**config.mk**
```make
export PLATFORM = sky130hd
export DESIGN_NAME = idcw_top
export DESIGN_NICKNAME = d
export VERILOG_FILES = /design/src/logic/idcw_pkg.sv /design/src/logic/idcw_top.sv /design/src/logic/idcw_chg_bank.sv
export SDC_FILE = /design/constraint.sdc
export NUM_CORES = 1
export LEC_CHECK = 0
export BUFFER_PORTS_ARGS = -buffer_cell sky130_fd_sc_hd__buf_2
export CAP_MARGIN = 20
export CORE_MARGIN = 3
export CORE_UTILIZATION = 45
export CTS_CLUSTER_DIAMETER = 80
export DETAILED_ROUTE_END_ITERATION = 7
export PLACE_DENSITY = 0.75
export SLEW_MARGIN = 20
export SYNTH_ARGS = -nofsm -noshare
export SYNTH_HDL_FRONTEND = slang
export SYNTH_HIERARCHICAL = 1
export SYNTH_SLANG_ARGS = --single-unit
```
**constraint.sdc**
```tcl
create_clock -name pclk -period 2.75 [get_ports pclk]
set_input_delay 0.1375 -clock pclk [delete_from_list [all_inputs] [get_ports pclk]]
set_output_delay 0.1375 -clock pclk [all_outputs]
set_load 0.03 [all_outputs]
```
**src/logic/idcw_pkg.sv**
```systemverilog
`default_nettype none
package idcw_pkg;
    // Clock and watchdog timing
    localparam int CLK_MHZ = 40;                     // pclk rate
    localparam int WDT_TICK_NS = 100;                // Watchdog count step
    localparam int WDT_TICK_CYC = (WDT_TICK_NS * CLK_MHZ) / 1000;
    localparam logic [2:0] WDT_TICK_LAST = 3'(WDT_TICK_CYC - 1);

    // Register byte offsets
    localparam logic [7:0] OFS_INT_STAT    = 8'h00;  // Pending flags, write 1 to clear
    localparam logic [7:0] OFS_ISO_IN_B0   = 8'h04;  // Bank 0 input levels
    localparam logic [7:0] OFS_ISO_IN_B1   = 8'h08;  // Bank 1 input levels
    localparam logic [7:0] OFS_CHG_EN_B0   = 8'h0C;  // Bank 0 per-line detect enable
    localparam logic [7:0] OFS_CHG_EN_B1   = 8'h10;  // Bank 1 per-line detect enable
    localparam logic [7:0] OFS_CHG_LAT_B0  = 8'h14;  // Bank 0 captured word
    localparam logic [7:0] OFS_CHG_LAT_B1  = 8'h18;  // Bank 1 captured word
    localparam logic [7:0] OFS_TTL_DIR     = 8'h1C;  // 1 = channel drives
    localparam logic [7:0] OFS_TTL_OUT     = 8'h20;  // Drive values
    localparam logic [7:0] OFS_TTL_IN      = 8'h24;  // Pin levels
    localparam logic [7:0] OFS_DO_LO       = 8'h28;  // Outputs 31..0
    localparam logic [7:0] OFS_DO_HI       = 8'h2C;  // Outputs 63..32
    localparam logic [7:0] OFS_INIT_LO     = 8'h30;  // Power-up values 31..0
    localparam logic [7:0] OFS_INIT_HI     = 8'h34;  // Power-up values 63..32
    localparam logic [7:0] OFS_SAFE_LO     = 8'h38;  // Safety values 31..0
    localparam logic [7:0] OFS_SAFE_HI     = 8'h3C;  // Safety values 63..32
    localparam logic [7:0] OFS_WDT_LOAD    = 8'h40;  // Reload value, write reloads
    localparam logic [7:0] OFS_CTRL        = 8'h44;  // Enables and hold option
    localparam logic [7:0] OFS_WDT_COUNT   = 8'h48;  // Live count
    localparam logic [7:0] OFS_BOARD_ID    = 8'h4C;  // Switch identifier

    // Field positions
    localparam int INT_CHG0_BIT  = 0;
    localparam int INT_CHG1_BIT  = 1;
    localparam int INT_WDT_BIT   = 2;
    localparam int INT_CARRY_BIT = 3;
    localparam int CTRL_WDT_EN   = 0;
    localparam int CTRL_SAFE_EN  = 1;
    localparam int CTRL_HOLD     = 2;

    // Values after reset
    localparam logic [63:0] INIT_RST  = 64'h0;
    localparam logic [63:0] SAFE_RST  = 64'h0;
    localparam logic [31:0] LATCH_CLR = 32'h0;
    localparam logic [31:0] WORD_ZERO = 32'h0;
    localparam logic [31:0] WDT_RST   = 32'h0;

    // One input bank
    typedef struct packed {
        logic [31:0] sync1;   // First synchroniser stage
        logic [31:0] sync2;   // Second synchroniser stage
        logic [31:0] prev;    // Previous sample for edge compare
        logic [31:0] latch;   // Captured word
        logic        pend;    // Request pending
    } idcw_bank_s;

    // Core state cleared by hot reset
    typedef struct packed {
        logic [31:0] ttl_s1;
        logic [31:0] ttl_s2;
        logic [3:0]  id_s1;
        logic [3:0]  id_s2;
        logic [63:0] chg_en;
        logic [31:0] ttl_dir;
        logic [31:0] ttl_out;
        logic [31:0] wdt_load;
        logic [31:0] wdt_cnt;
        logic [2:0]  presc;
        logic        wdt_en;
        logic        wdt_carry;
        logic        wdt_pend;
        logic        apply_pend;
        logic [31:0] prdata;
        logic        pslverr;
    } idcw_core_s;

    // State kept through hot reset
    typedef struct packed {
        logic [63:0] dout;
        logic [63:0] init;
        logic [63:0] safe;
        logic        hold;
        logic        safe_en;
        logic        cold;
    } idcw_keep_s;
endpackage
`default_nettype wire

```
**src/logic/idcw_top.sv**
```systemverilog
`timescale 1ns/1ps
`default_nettype none
module idcw_top
(
    input  wire logic        pclk,
    input  wire logic        presetn,                    // Hot system reset
    input  wire logic        power_on_rstn,              // Cold power-up reset
    input  wire logic [7:0]  paddr,
    input  wire logic        psel,
    input  wire logic        penable,
    input  wire logic        pwrite,
    input  wire logic [31:0] pwdata,
    output logic      [31:0] prdata,
    output logic             pready,
    output logic             pslverr,
    input  wire logic [63:0] isolated_input_channel,     // High when energised
    output logic      [63:0] isolated_output_channel,
    input  wire logic [31:0] ttl_channel_i,
    output logic      [31:0] ttl_channel_o,
    output logic      [31:0] ttl_channel_oe,
    input  wire logic [3:0]  board_id_switch_on,         // High when switch is ON
    output logic             irq
);
    idcw_pkg::idcw_core_s q;
    idcw_pkg::idcw_core_s d;
    idcw_pkg::idcw_keep_s k_q;
    idcw_pkg::idcw_keep_s k_d;

    logic [63:0] in_level;     // Both banks, displayed polarity
    logic [63:0] in_latch;     // Both banks, captured words
    logic [1:0]  bank_pend;    // Bank requests
    logic [1:0]  bank_clr;     // Bank clear pulses
    logic        setup;        // APB setup cycle
    logic        wr;           // APB write taking effect
    logic        tick;         // One watchdog step
    logic        ovf;          // Watchdog runs out this cycle
    logic [31:0] rd;           // Read mux output
    logic        err;          // Unmapped address
    logic        wdt_clr;      // Watchdog request clear pulse

    // Bank instances, one per 32 inputs
    genvar b;
    generate
        for (b = 0; b < 2; b++)
        begin : g_bank
            idcw_chg_bank u_bank
            (
                .pclk      (pclk),
                .presetn   (presetn),
                .energised (isolated_input_channel[32*b +: 32]),
                .enable    (q.chg_en[32*b +: 32]),
                .clr       (bank_clr[b]),
                .level     (in_level[32*b +: 32]),
                .latch     (in_latch[32*b +: 32]),
                .pend      (bank_pend[b])
            );
        end
    endgenerate

    // Bus strobes; every access completes with no wait
    assign setup = psel && !penable;
    assign wr    = psel && penable && pwrite;
    assign bank_clr[0] = wr && paddr == idcw_pkg::OFS_INT_STAT
                         && pwdata[idcw_pkg::INT_CHG0_BIT];
    assign bank_clr[1] = wr && paddr == idcw_pkg::OFS_INT_STAT
                         && pwdata[idcw_pkg::INT_CHG1_BIT];
    assign wdt_clr     = wr && paddr == idcw_pkg::OFS_INT_STAT
                         && pwdata[idcw_pkg::INT_WDT_BIT];

    // Read mux, sampled in the setup cycle
    always_comb
    begin
        rd  = idcw_pkg::WORD_ZERO;
        err = 1'b0;
        case (paddr)
            idcw_pkg::OFS_INT_STAT:   rd = {28'h0, q.wdt_carry, q.wdt_pend, bank_pend};
            idcw_pkg::OFS_ISO_IN_B0:  rd = in_level[31:0];
            idcw_pkg::OFS_ISO_IN_B1:  rd = in_level[63:32];
            idcw_pkg::OFS_CHG_EN_B0:  rd = q.chg_en[31:0];
            idcw_pkg::OFS_CHG_EN_B1:  rd = q.chg_en[63:32];
            idcw_pkg::OFS_CHG_LAT_B0: rd = in_latch[31:0];
            idcw_pkg::OFS_CHG_LAT_B1: rd = in_latch[63:32];
            idcw_pkg::OFS_TTL_DIR:    rd = q.ttl_dir;
            idcw_pkg::OFS_TTL_OUT:    rd = q.ttl_out;
            idcw_pkg::OFS_TTL_IN:     rd = q.ttl_s2;
            idcw_pkg::OFS_DO_LO:      rd = k_q.dout[31:0];
            idcw_pkg::OFS_DO_HI:      rd = k_q.dout[63:32];
            idcw_pkg::OFS_INIT_LO:    rd = k_q.init[31:0];
            idcw_pkg::OFS_INIT_HI:    rd = k_q.init[63:32];
            idcw_pkg::OFS_SAFE_LO:    rd = k_q.safe[31:0];
            idcw_pkg::OFS_SAFE_HI:    rd = k_q.safe[63:32];
            idcw_pkg::OFS_WDT_LOAD:   rd = q.wdt_load;
            idcw_pkg::OFS_CTRL:       rd = {29'h0, k_q.hold, k_q.safe_en, q.wdt_en};
            idcw_pkg::OFS_WDT_COUNT:  rd = q.wdt_cnt;
            idcw_pkg::OFS_BOARD_ID:   rd = {28'h0, ~q.id_s2};
            default:                  err = 1'b1;
        endcase
    end

    // Watchdog step and expiry
    assign tick = q.presc == idcw_pkg::WDT_TICK_LAST;
    assign ovf  = q.wdt_en && !q.wdt_carry && tick && q.wdt_cnt <= 32'h1;

    // Core next state
    always_comb
    begin
        d = q;
        // Pin synchronisers
        d.ttl_s1 = ttl_channel_i;
        d.ttl_s2 = q.ttl_s1;
        d.id_s1  = board_id_switch_on;
        d.id_s2  = q.id_s1;
        d.apply_pend = 1'b0;
        // Bus answer
        if (setup)
        begin
            d.prdata  = rd;
            d.pslverr = err;
        end
        // Prescaler free runs so steps are exactly 100 ns apart
        d.presc = tick ? 3'h0 : q.presc + 3'h1;
        // Count down while enabled
        if (q.wdt_en && !q.wdt_carry && tick)
        begin
            if (ovf)
            begin
                d.wdt_cnt   = 32'h0;
                d.wdt_carry = 1'b1;
            end
            else
                d.wdt_cnt = q.wdt_cnt - 32'h1;
        end
        // Software clears the request; an overflow in the same cycle wins
        if (wdt_clr)
            d.wdt_pend = 1'b0;
        if (ovf && (!q.wdt_pend || wdt_clr))
            d.wdt_pend = 1'b1;
        // Register writes
        if (wr)
        begin
            case (paddr)
                idcw_pkg::OFS_CHG_EN_B0: d.chg_en[31:0]  = pwdata;
                idcw_pkg::OFS_CHG_EN_B1: d.chg_en[63:32] = pwdata;
                idcw_pkg::OFS_TTL_DIR:   d.ttl_dir = pwdata;
                idcw_pkg::OFS_TTL_OUT:   d.ttl_out = pwdata;
                idcw_pkg::OFS_WDT_LOAD:
                begin
                    // Reload restarts the count and drops the carry
                    d.wdt_load  = pwdata;
                    d.wdt_cnt   = pwdata;
                    d.wdt_carry = 1'b0;
                end
                idcw_pkg::OFS_CTRL:      d.wdt_en = pwdata[idcw_pkg::CTRL_WDT_EN];
                default:                 d.wdt_en = q.wdt_en;
            endcase
        end
    end

    // Kept outputs and their setup
    always_comb
    begin
        k_d = k_q;
        // First cycle after a hot reset: reload unless hold is set and no cold start came before
        if (q.apply_pend)
        begin
            if (k_q.cold || !k_q.hold)
                k_d.dout = k_q.init;
            k_d.cold = 1'b0;
        end
        if (wr)
        begin
            case (paddr)
                idcw_pkg::OFS_DO_LO:   k_d.dout[31:0]  = pwdata;
                idcw_pkg::OFS_DO_HI:   k_d.dout[63:32] = pwdata;
                idcw_pkg::OFS_INIT_LO: k_d.init[31:0]  = pwdata;
                idcw_pkg::OFS_INIT_HI: k_d.init[63:32] = pwdata;
                idcw_pkg::OFS_SAFE_LO: k_d.safe[31:0]  = pwdata;
                idcw_pkg::OFS_SAFE_HI: k_d.safe[63:32] = pwdata;
                idcw_pkg::OFS_CTRL:
                begin
                    k_d.safe_en = pwdata[idcw_pkg::CTRL_SAFE_EN];
                    k_d.hold    = pwdata[idcw_pkg::CTRL_HOLD];
                end
                default:               k_d.hold = k_q.hold;
            endcase
        end
        // Safety values override a software write in the same cycle
        if (ovf && (!q.wdt_pend || wdt_clr) && k_q.safe_en)
            k_d.dout = k_q.safe;
    end

    // Core register, cleared by the hot reset only
    always_ff @(posedge pclk or negedge presetn)
    begin
        if (!presetn)
        begin
            q <= '0;
            q.apply_pend <= 1'b1;
        end
        else
            q <= d;
    end

    // Kept register; only a cold start clears it
    always_ff @(posedge pclk or negedge power_on_rstn)
    begin
        if (!power_on_rstn)
        begin
            k_q <= '0;
            k_q.init <= idcw_pkg::INIT_RST;
            k_q.safe <= idcw_pkg::SAFE_RST;
            k_q.cold <= 1'b1;
        end
        else
            k_q <= k_d;
    end

    // Outputs
    assign prdata  = q.prdata;
    assign pslverr = q.pslverr;
    assign pready  = 1'b1;
    assign isolated_output_channel = k_q.dout;
    assign ttl_channel_o  = q.ttl_out;
    assign ttl_channel_oe = q.ttl_dir;
    assign irq = |bank_pend || q.wdt_pend;
endmodule
`default_nettype wire

```
**src/logic/idcw_chg_bank.sv**
```systemverilog
`timescale 1ns/1ps
`default_nettype none
module idcw_chg_bank
(
    input  wire logic        pclk,
    input  wire logic        presetn,
    input  wire logic [31:0] energised,   // Pin level, high when energised
    input  wire logic [31:0] enable,      // Per-line detect enable
    input  wire logic        clr,         // Clear pulse from software
    output logic      [31:0] level,       // 0 energised, 1 idle
    output logic      [31:0] latch,       // Captured word
    output logic             pend         // Request pending
);
    idcw_pkg::idcw_bank_s q;
    idcw_pkg::idcw_bank_s d;
    logic [31:0]          edges;
    logic                 evt;

    // Next state
    always_comb
    begin
        d = q;
        d.sync1 = energised;
        d.sync2 = q.sync1;
        d.prev  = q.sync2;
        edges   = (q.sync2 ^ q.prev) & enable;
        evt     = |edges;
        // A new event in the clear cycle wins over the clear
        if (evt && (!q.pend || clr))
        begin
            d.pend  = 1'b1;
            d.latch = ~q.sync2;
        end
        else if (clr)
        begin
            d.pend  = 1'b0;
            d.latch = idcw_pkg::LATCH_CLR;
        end
    end

    // State register
    always_ff @(posedge pclk or negedge presetn)
    begin
        if (!presetn)
            q <= '0;
        else
            q <= d;
    end

    // Idle input reads 1
    assign level = ~q.sync2;
    assign latch = q.latch;
    assign pend  = q.pend;
endmodule
`default_nettype wire

```
# == After elaboration in Yosys (flattened, before gate mapping) ==
# Cells that the tools add are included.
# word_totals
ff_bits,757
# classes
muxes,29
reduce_logical,43
bitwise_logic,7
magnitude_cmp,1
n_eq_ne,20
addsub,2
# op_table
op,n
32-bit one-hot mux with 20 select lines,1
32-bit two-way mux,10
194-bit two-way mux,1
64-bit two-way mux,3
33-bit two-way mux,4
32-bit bitwise AND,2
8-bit by 6-bit equality test with 1-bit output (second input constant),8
32-bit inverter,2
32-bit OR reduction,2
32-bit bitwise XOR,2
8-bit by 5-bit equality test with 1-bit output (second input constant),4
8-bit by 7-bit equality test with 1-bit output (second input constant),4
32-bit by 1-bit less-or-equal comparator with 1-bit output (second input constant),1
32-bit by 1-bit subtractor with 32-bit output (second input constant),1
2-bit AND reduction,10
20-bit OR reduction,1
8-bit by 4-bit equality test with 1-bit output (second input constant),2
1-bit logical AND,14
1-bit two-way mux,9
8-bit by 3-bit equality test with 1-bit output (second input constant),1
8-bit logical NOT,1
1-bit logical NOT,6
2-bit nonzero test,3
1-bit logical OR,5
other kinds (5),5

# == Depth between registers and ports, before layout ==
# logic_depth
ltp_word,8
depth_mapped,10
depth_no_buf,8

# == Hierarchy ==
# The synthesis kept the hierarchy.
# by_module_without_submodules
module,seq_area_each_um2,instances,cells_each,area_each_um2
idcw_top,12489.5,1,2332,25404.4
idcw_chg_bank,3228.1,2,320,4533.1

# == Worst setup path before layout ==
# No wires, ideal clock.
# synth_path
path_type,register to register
startpoint,register q[37] in the netlist's numbering
endpoint,register q[61] in the netlist's numbering
synth_period_minus_slack_ns,2.498
setup_ns,0.128
path_stages_with_launch,8
path_buffers,1
t_required_ns,2.622
path_slack_ns,0.252
arrival_time_ns,2.370
path_cell_list,dfrtp_1 -> ha_1 -> nor4bb_1 -> nand3_1 -> or3b_2 -> o21ai_4 -> clkbuf_2 -> o21ai_0
# synth_rtl
item,line_no,source
from (decl),idcw_top.sv:24,idcw_pkg::idcw_core_s q;

==> flow_metrics.tcl <==
set metrics [dict create \
    status "finished clean" \
    drv_cap 0 \
    synth.distinct_cells 82 \
    hold_path_class "input pin to register" \
    ff_latch_area_mm2 0.01895 \
    wl_um 137800 \
    max_freq_mhz 385.1 \
    cp-start-kind "register" \
    clk_latency_ns 0.64 \
    rows 100 \
    wl_met3_um 14950 \
    synth.most_common_cell "dfrtp_1" \
    multi_input_area_mm2 0.01283 \
    cp_slowest_cell "or3b_2" \
    worstPathRequired_ns 3.24 \
    numCtsBuffers 83 \
    wl_met1_um 53010 \
    syn-cell-area_mm2 0.03447 \
    syn_nets 3121 \
    placed_cell_area_mm2 0.03669 \
    wl_per_cell_um 31.62 \
    synth_common_cells "dfrtp_1 (755), nand2_1 (414), mux2_2 (289), buf_4 (228), mux2i_1 (208)" \
    path_cells "nor4_1 > nand4b_1 > or3b_2 > o21ai_4 > buf_4 > o21ai_0" \
    period_share_pct 94.43 \
    synth_top_area_cell "dfrtp_1" \
    pre_cts_ws_ns 0.1236 \
    synthFlopType "dfrtp_1" \
    drive_gt1_share_pct 29.65 \
    crit_path_end_kind "register" \
    io_buffers 307 \
    period_minus_slack_ns 2.597 \
    async_flop_share_pct 100.0 \
    maxSlewHeadroom_pct 16.57 \
    cts-root-buf "clkbuf_16" \
    cellPowerDensity_mw_per_mm2 665.4 \
    drt_iter0_drc 3521 \
    slew_viol_final 0 \
    syn_area_per_cell_um2 11.60 \
    fin_util_pct 54.26 \
    syn2layout_area_growth_pct 18.36 \
    path_class "register to register" \
    reg2regPathDepth 6 \
    yosys_warnings 6 \
    yosys-top-cells-area "dfrtp_1 (55%), mux2_2 (9.4%), mux2i_1 (6.0%)" \
    die_w_um 282.8 \
    die-area_mm2 0.07996 \
    overflow 0 \
    start_util_pct 45.84 \
    ir_drop_uv 483.5 \
    grt_pass1_wl_um 194000 \
    worst_pin_slew_ns 1.249 \
    fillers 6351 \
    clk_path_buf_depth 3 \
    routed_via_density 6.147 \
    topRoutingLayerUsed "met5" \
    rsz0062_at_grt "false" \
    first_pass_iters 8 \
    timing.final.ws_setup_ns 0.1532 \
    critPathMaxStageDelay_ns 0.63 \
    hold_violations 0 \
    grtUsageTotal_pct 34.27 \
    core_area_mm2 0.07520 \
    whs_path_depth 3 \
    finalSetupViolCount 0 \
    route.vias.total 26790 \
    cts_tree "done" \
    synth_seq_area_share_pct 54.96 \
    antenna_left 0 \
    clock_skew_ns 0.03218 \
    synth_edf_count 0 \
    cts.sinks 757 \
    routed-wl-met2_um 59730 \
    cp_max_fo 18 \
    io_pins 309 \
    reg2reg_slack_ns 0.15 \
    grt_max_degree 83 \
    die_h_um 282.8 \
    power.leakage_nw 19.38 \
    worst_ep_arrival_time_ns 3.09 \
    drt_drc_violations_left 0 \
    synth_top_area_share_pct 54.81 \
    grt_pass1_vias 26550 \
    fin_nets 3420 \
    globalplace.congestion 1.055 \
    synth_seq_cells 757 \
    htree_num_levels 3 \
    antenna_found_initial 6 \
    netlist_instances 2972 \
    design_area_mm2 0.04080 \
    clkTransAtPathRegs_ns 0.06 \
    dpl.hpwl_um 100400 \
]
==> timing repair <==
action | CTS | global route
endpoints found under the hold margin | 531 | 0
resized for setup | 0 | 2
hold buffers | 130 | 0
buffers inserted | 0 | 1
setup endpoints to repair | 0 | 41
==> final timing paths <==
| path | end | startpoint |
|---|---|---|
| worst max-delay path | q[67] | q[63] |
| worst min-delay path | isolated_output_channel[49] | pwdata[17] |
| worst max register to register | q[67] | q[63] |
| worst min register to register | q[255] | d[255] |
| max in group asynchronous | ttl_channel_o[28] | presetn |
| min in group asynchronous | k_q[33] | power_on_rstn |
==> sequential cells by signal, summed over array words and instances (netlist names) <==
signal                   count
k_q                        131
g_bank.u_bank/q             64
q                          171
g_bank.u_bank/latch         64
ttl_channel_oe              32
d                           36
isolated_output_channel     64
g_bank.u_bank/d            128
g_bank.u_bank/pend           2
ttl_channel_o               32
pslverr                      1
prdata                      32
==> per-layer routing <==
metal,up-vias,global-route usage [%]
met4,2,21.42
met1,13640,45.33
met5,-,0
met3,424,8.433
met2,1840,50.87
li1,10880,-
==> power by group <==
group          switching, mW  total, mW  leakage [nW]  internal [mW]
Sequential             0.656       12.4          9.33           11.7
Clock                   4.68       11.4          1.36           6.76
Combinational           2.20       3.35          8.69           1.15
==> stage by stage <==
step / hold slack (ns) / TNS, ns / power (mW) / instances
finish: 0.03031 / 0 / 27.15 / 4358
global route: 0.02444 / 0 / 27.92 / 4352
CTS: 0.002107 / 0 / 27.14 / 4351
detailed placement: 0.1548 / 0 / 15.68 / 4075
global placement: 0.1576 / -4.550 / 15.62 / 4075
floorplan: -0.1581 / 0 / 14.40 / 2972
==> cells in the final DEF (no fill, tap or decap), types with 11 or more instances in the layout <==
cell type,instances
a21oi_1,35
a221oi_1,14
a22o_1,34
a22oi_1,124
a31oi_1,12
a32oi_1,13
buf_12,23
buf_2,304
buf_4,182
clkbuf_1,19
clkbuf_16,85
clkbuf_8,16
dfrtp_1,755
dlygate4sd3_1,130
inv_1,73
mux2_2,289
mux2i_1,208
mux4_2,11
nand2_1,413
nand3_1,21
nand4_1,13
nor2_1,63
nor3_1,23
nor4_1,26
o211ai_1,70
o21ai_0,71
o22ai_1,37
xnor2_1,17
xor2_1,75
==> area by class of cell <==
type                    count  area share (%)
flip-flops and latches    757           46.44
multi-input cells        1713           31.45
repair buffers            641           11.47
clock buffers             119           5.894
well taps                1020           3.128
clock inverters            27          0.9016
inverters                  75          0.6900
diodes                      6         0.03680
==> critical path: cells and delay by family, from the launching register on <==
kind	cells	cell delay [ns]
AOI/OAI and AO/OA	2	0.28
buffers and inverters	1	0.26
DFF	1	0.46
and+or+nand+nor	3	1.44
==> logic make-up (layout without fill, tap and decap cells) <==
kind of cell / Yosys count / after routing / share of synthesized area [%]
compound gates: 470 / 470 / 9.721
xor+xnor: 92 / 92 / 2.338
fa+ha+maj: 3 / 3 / 0.1089
buf+inv: 502 / 862 / 8.319
flops: 757 / 757 / 54.96
mux: 509 / 509 / 16.23
other cells: 2 / 8 / 0.02179
simple gates: 637 / 637 / 8.298
(Power assumes the default switching activity.)
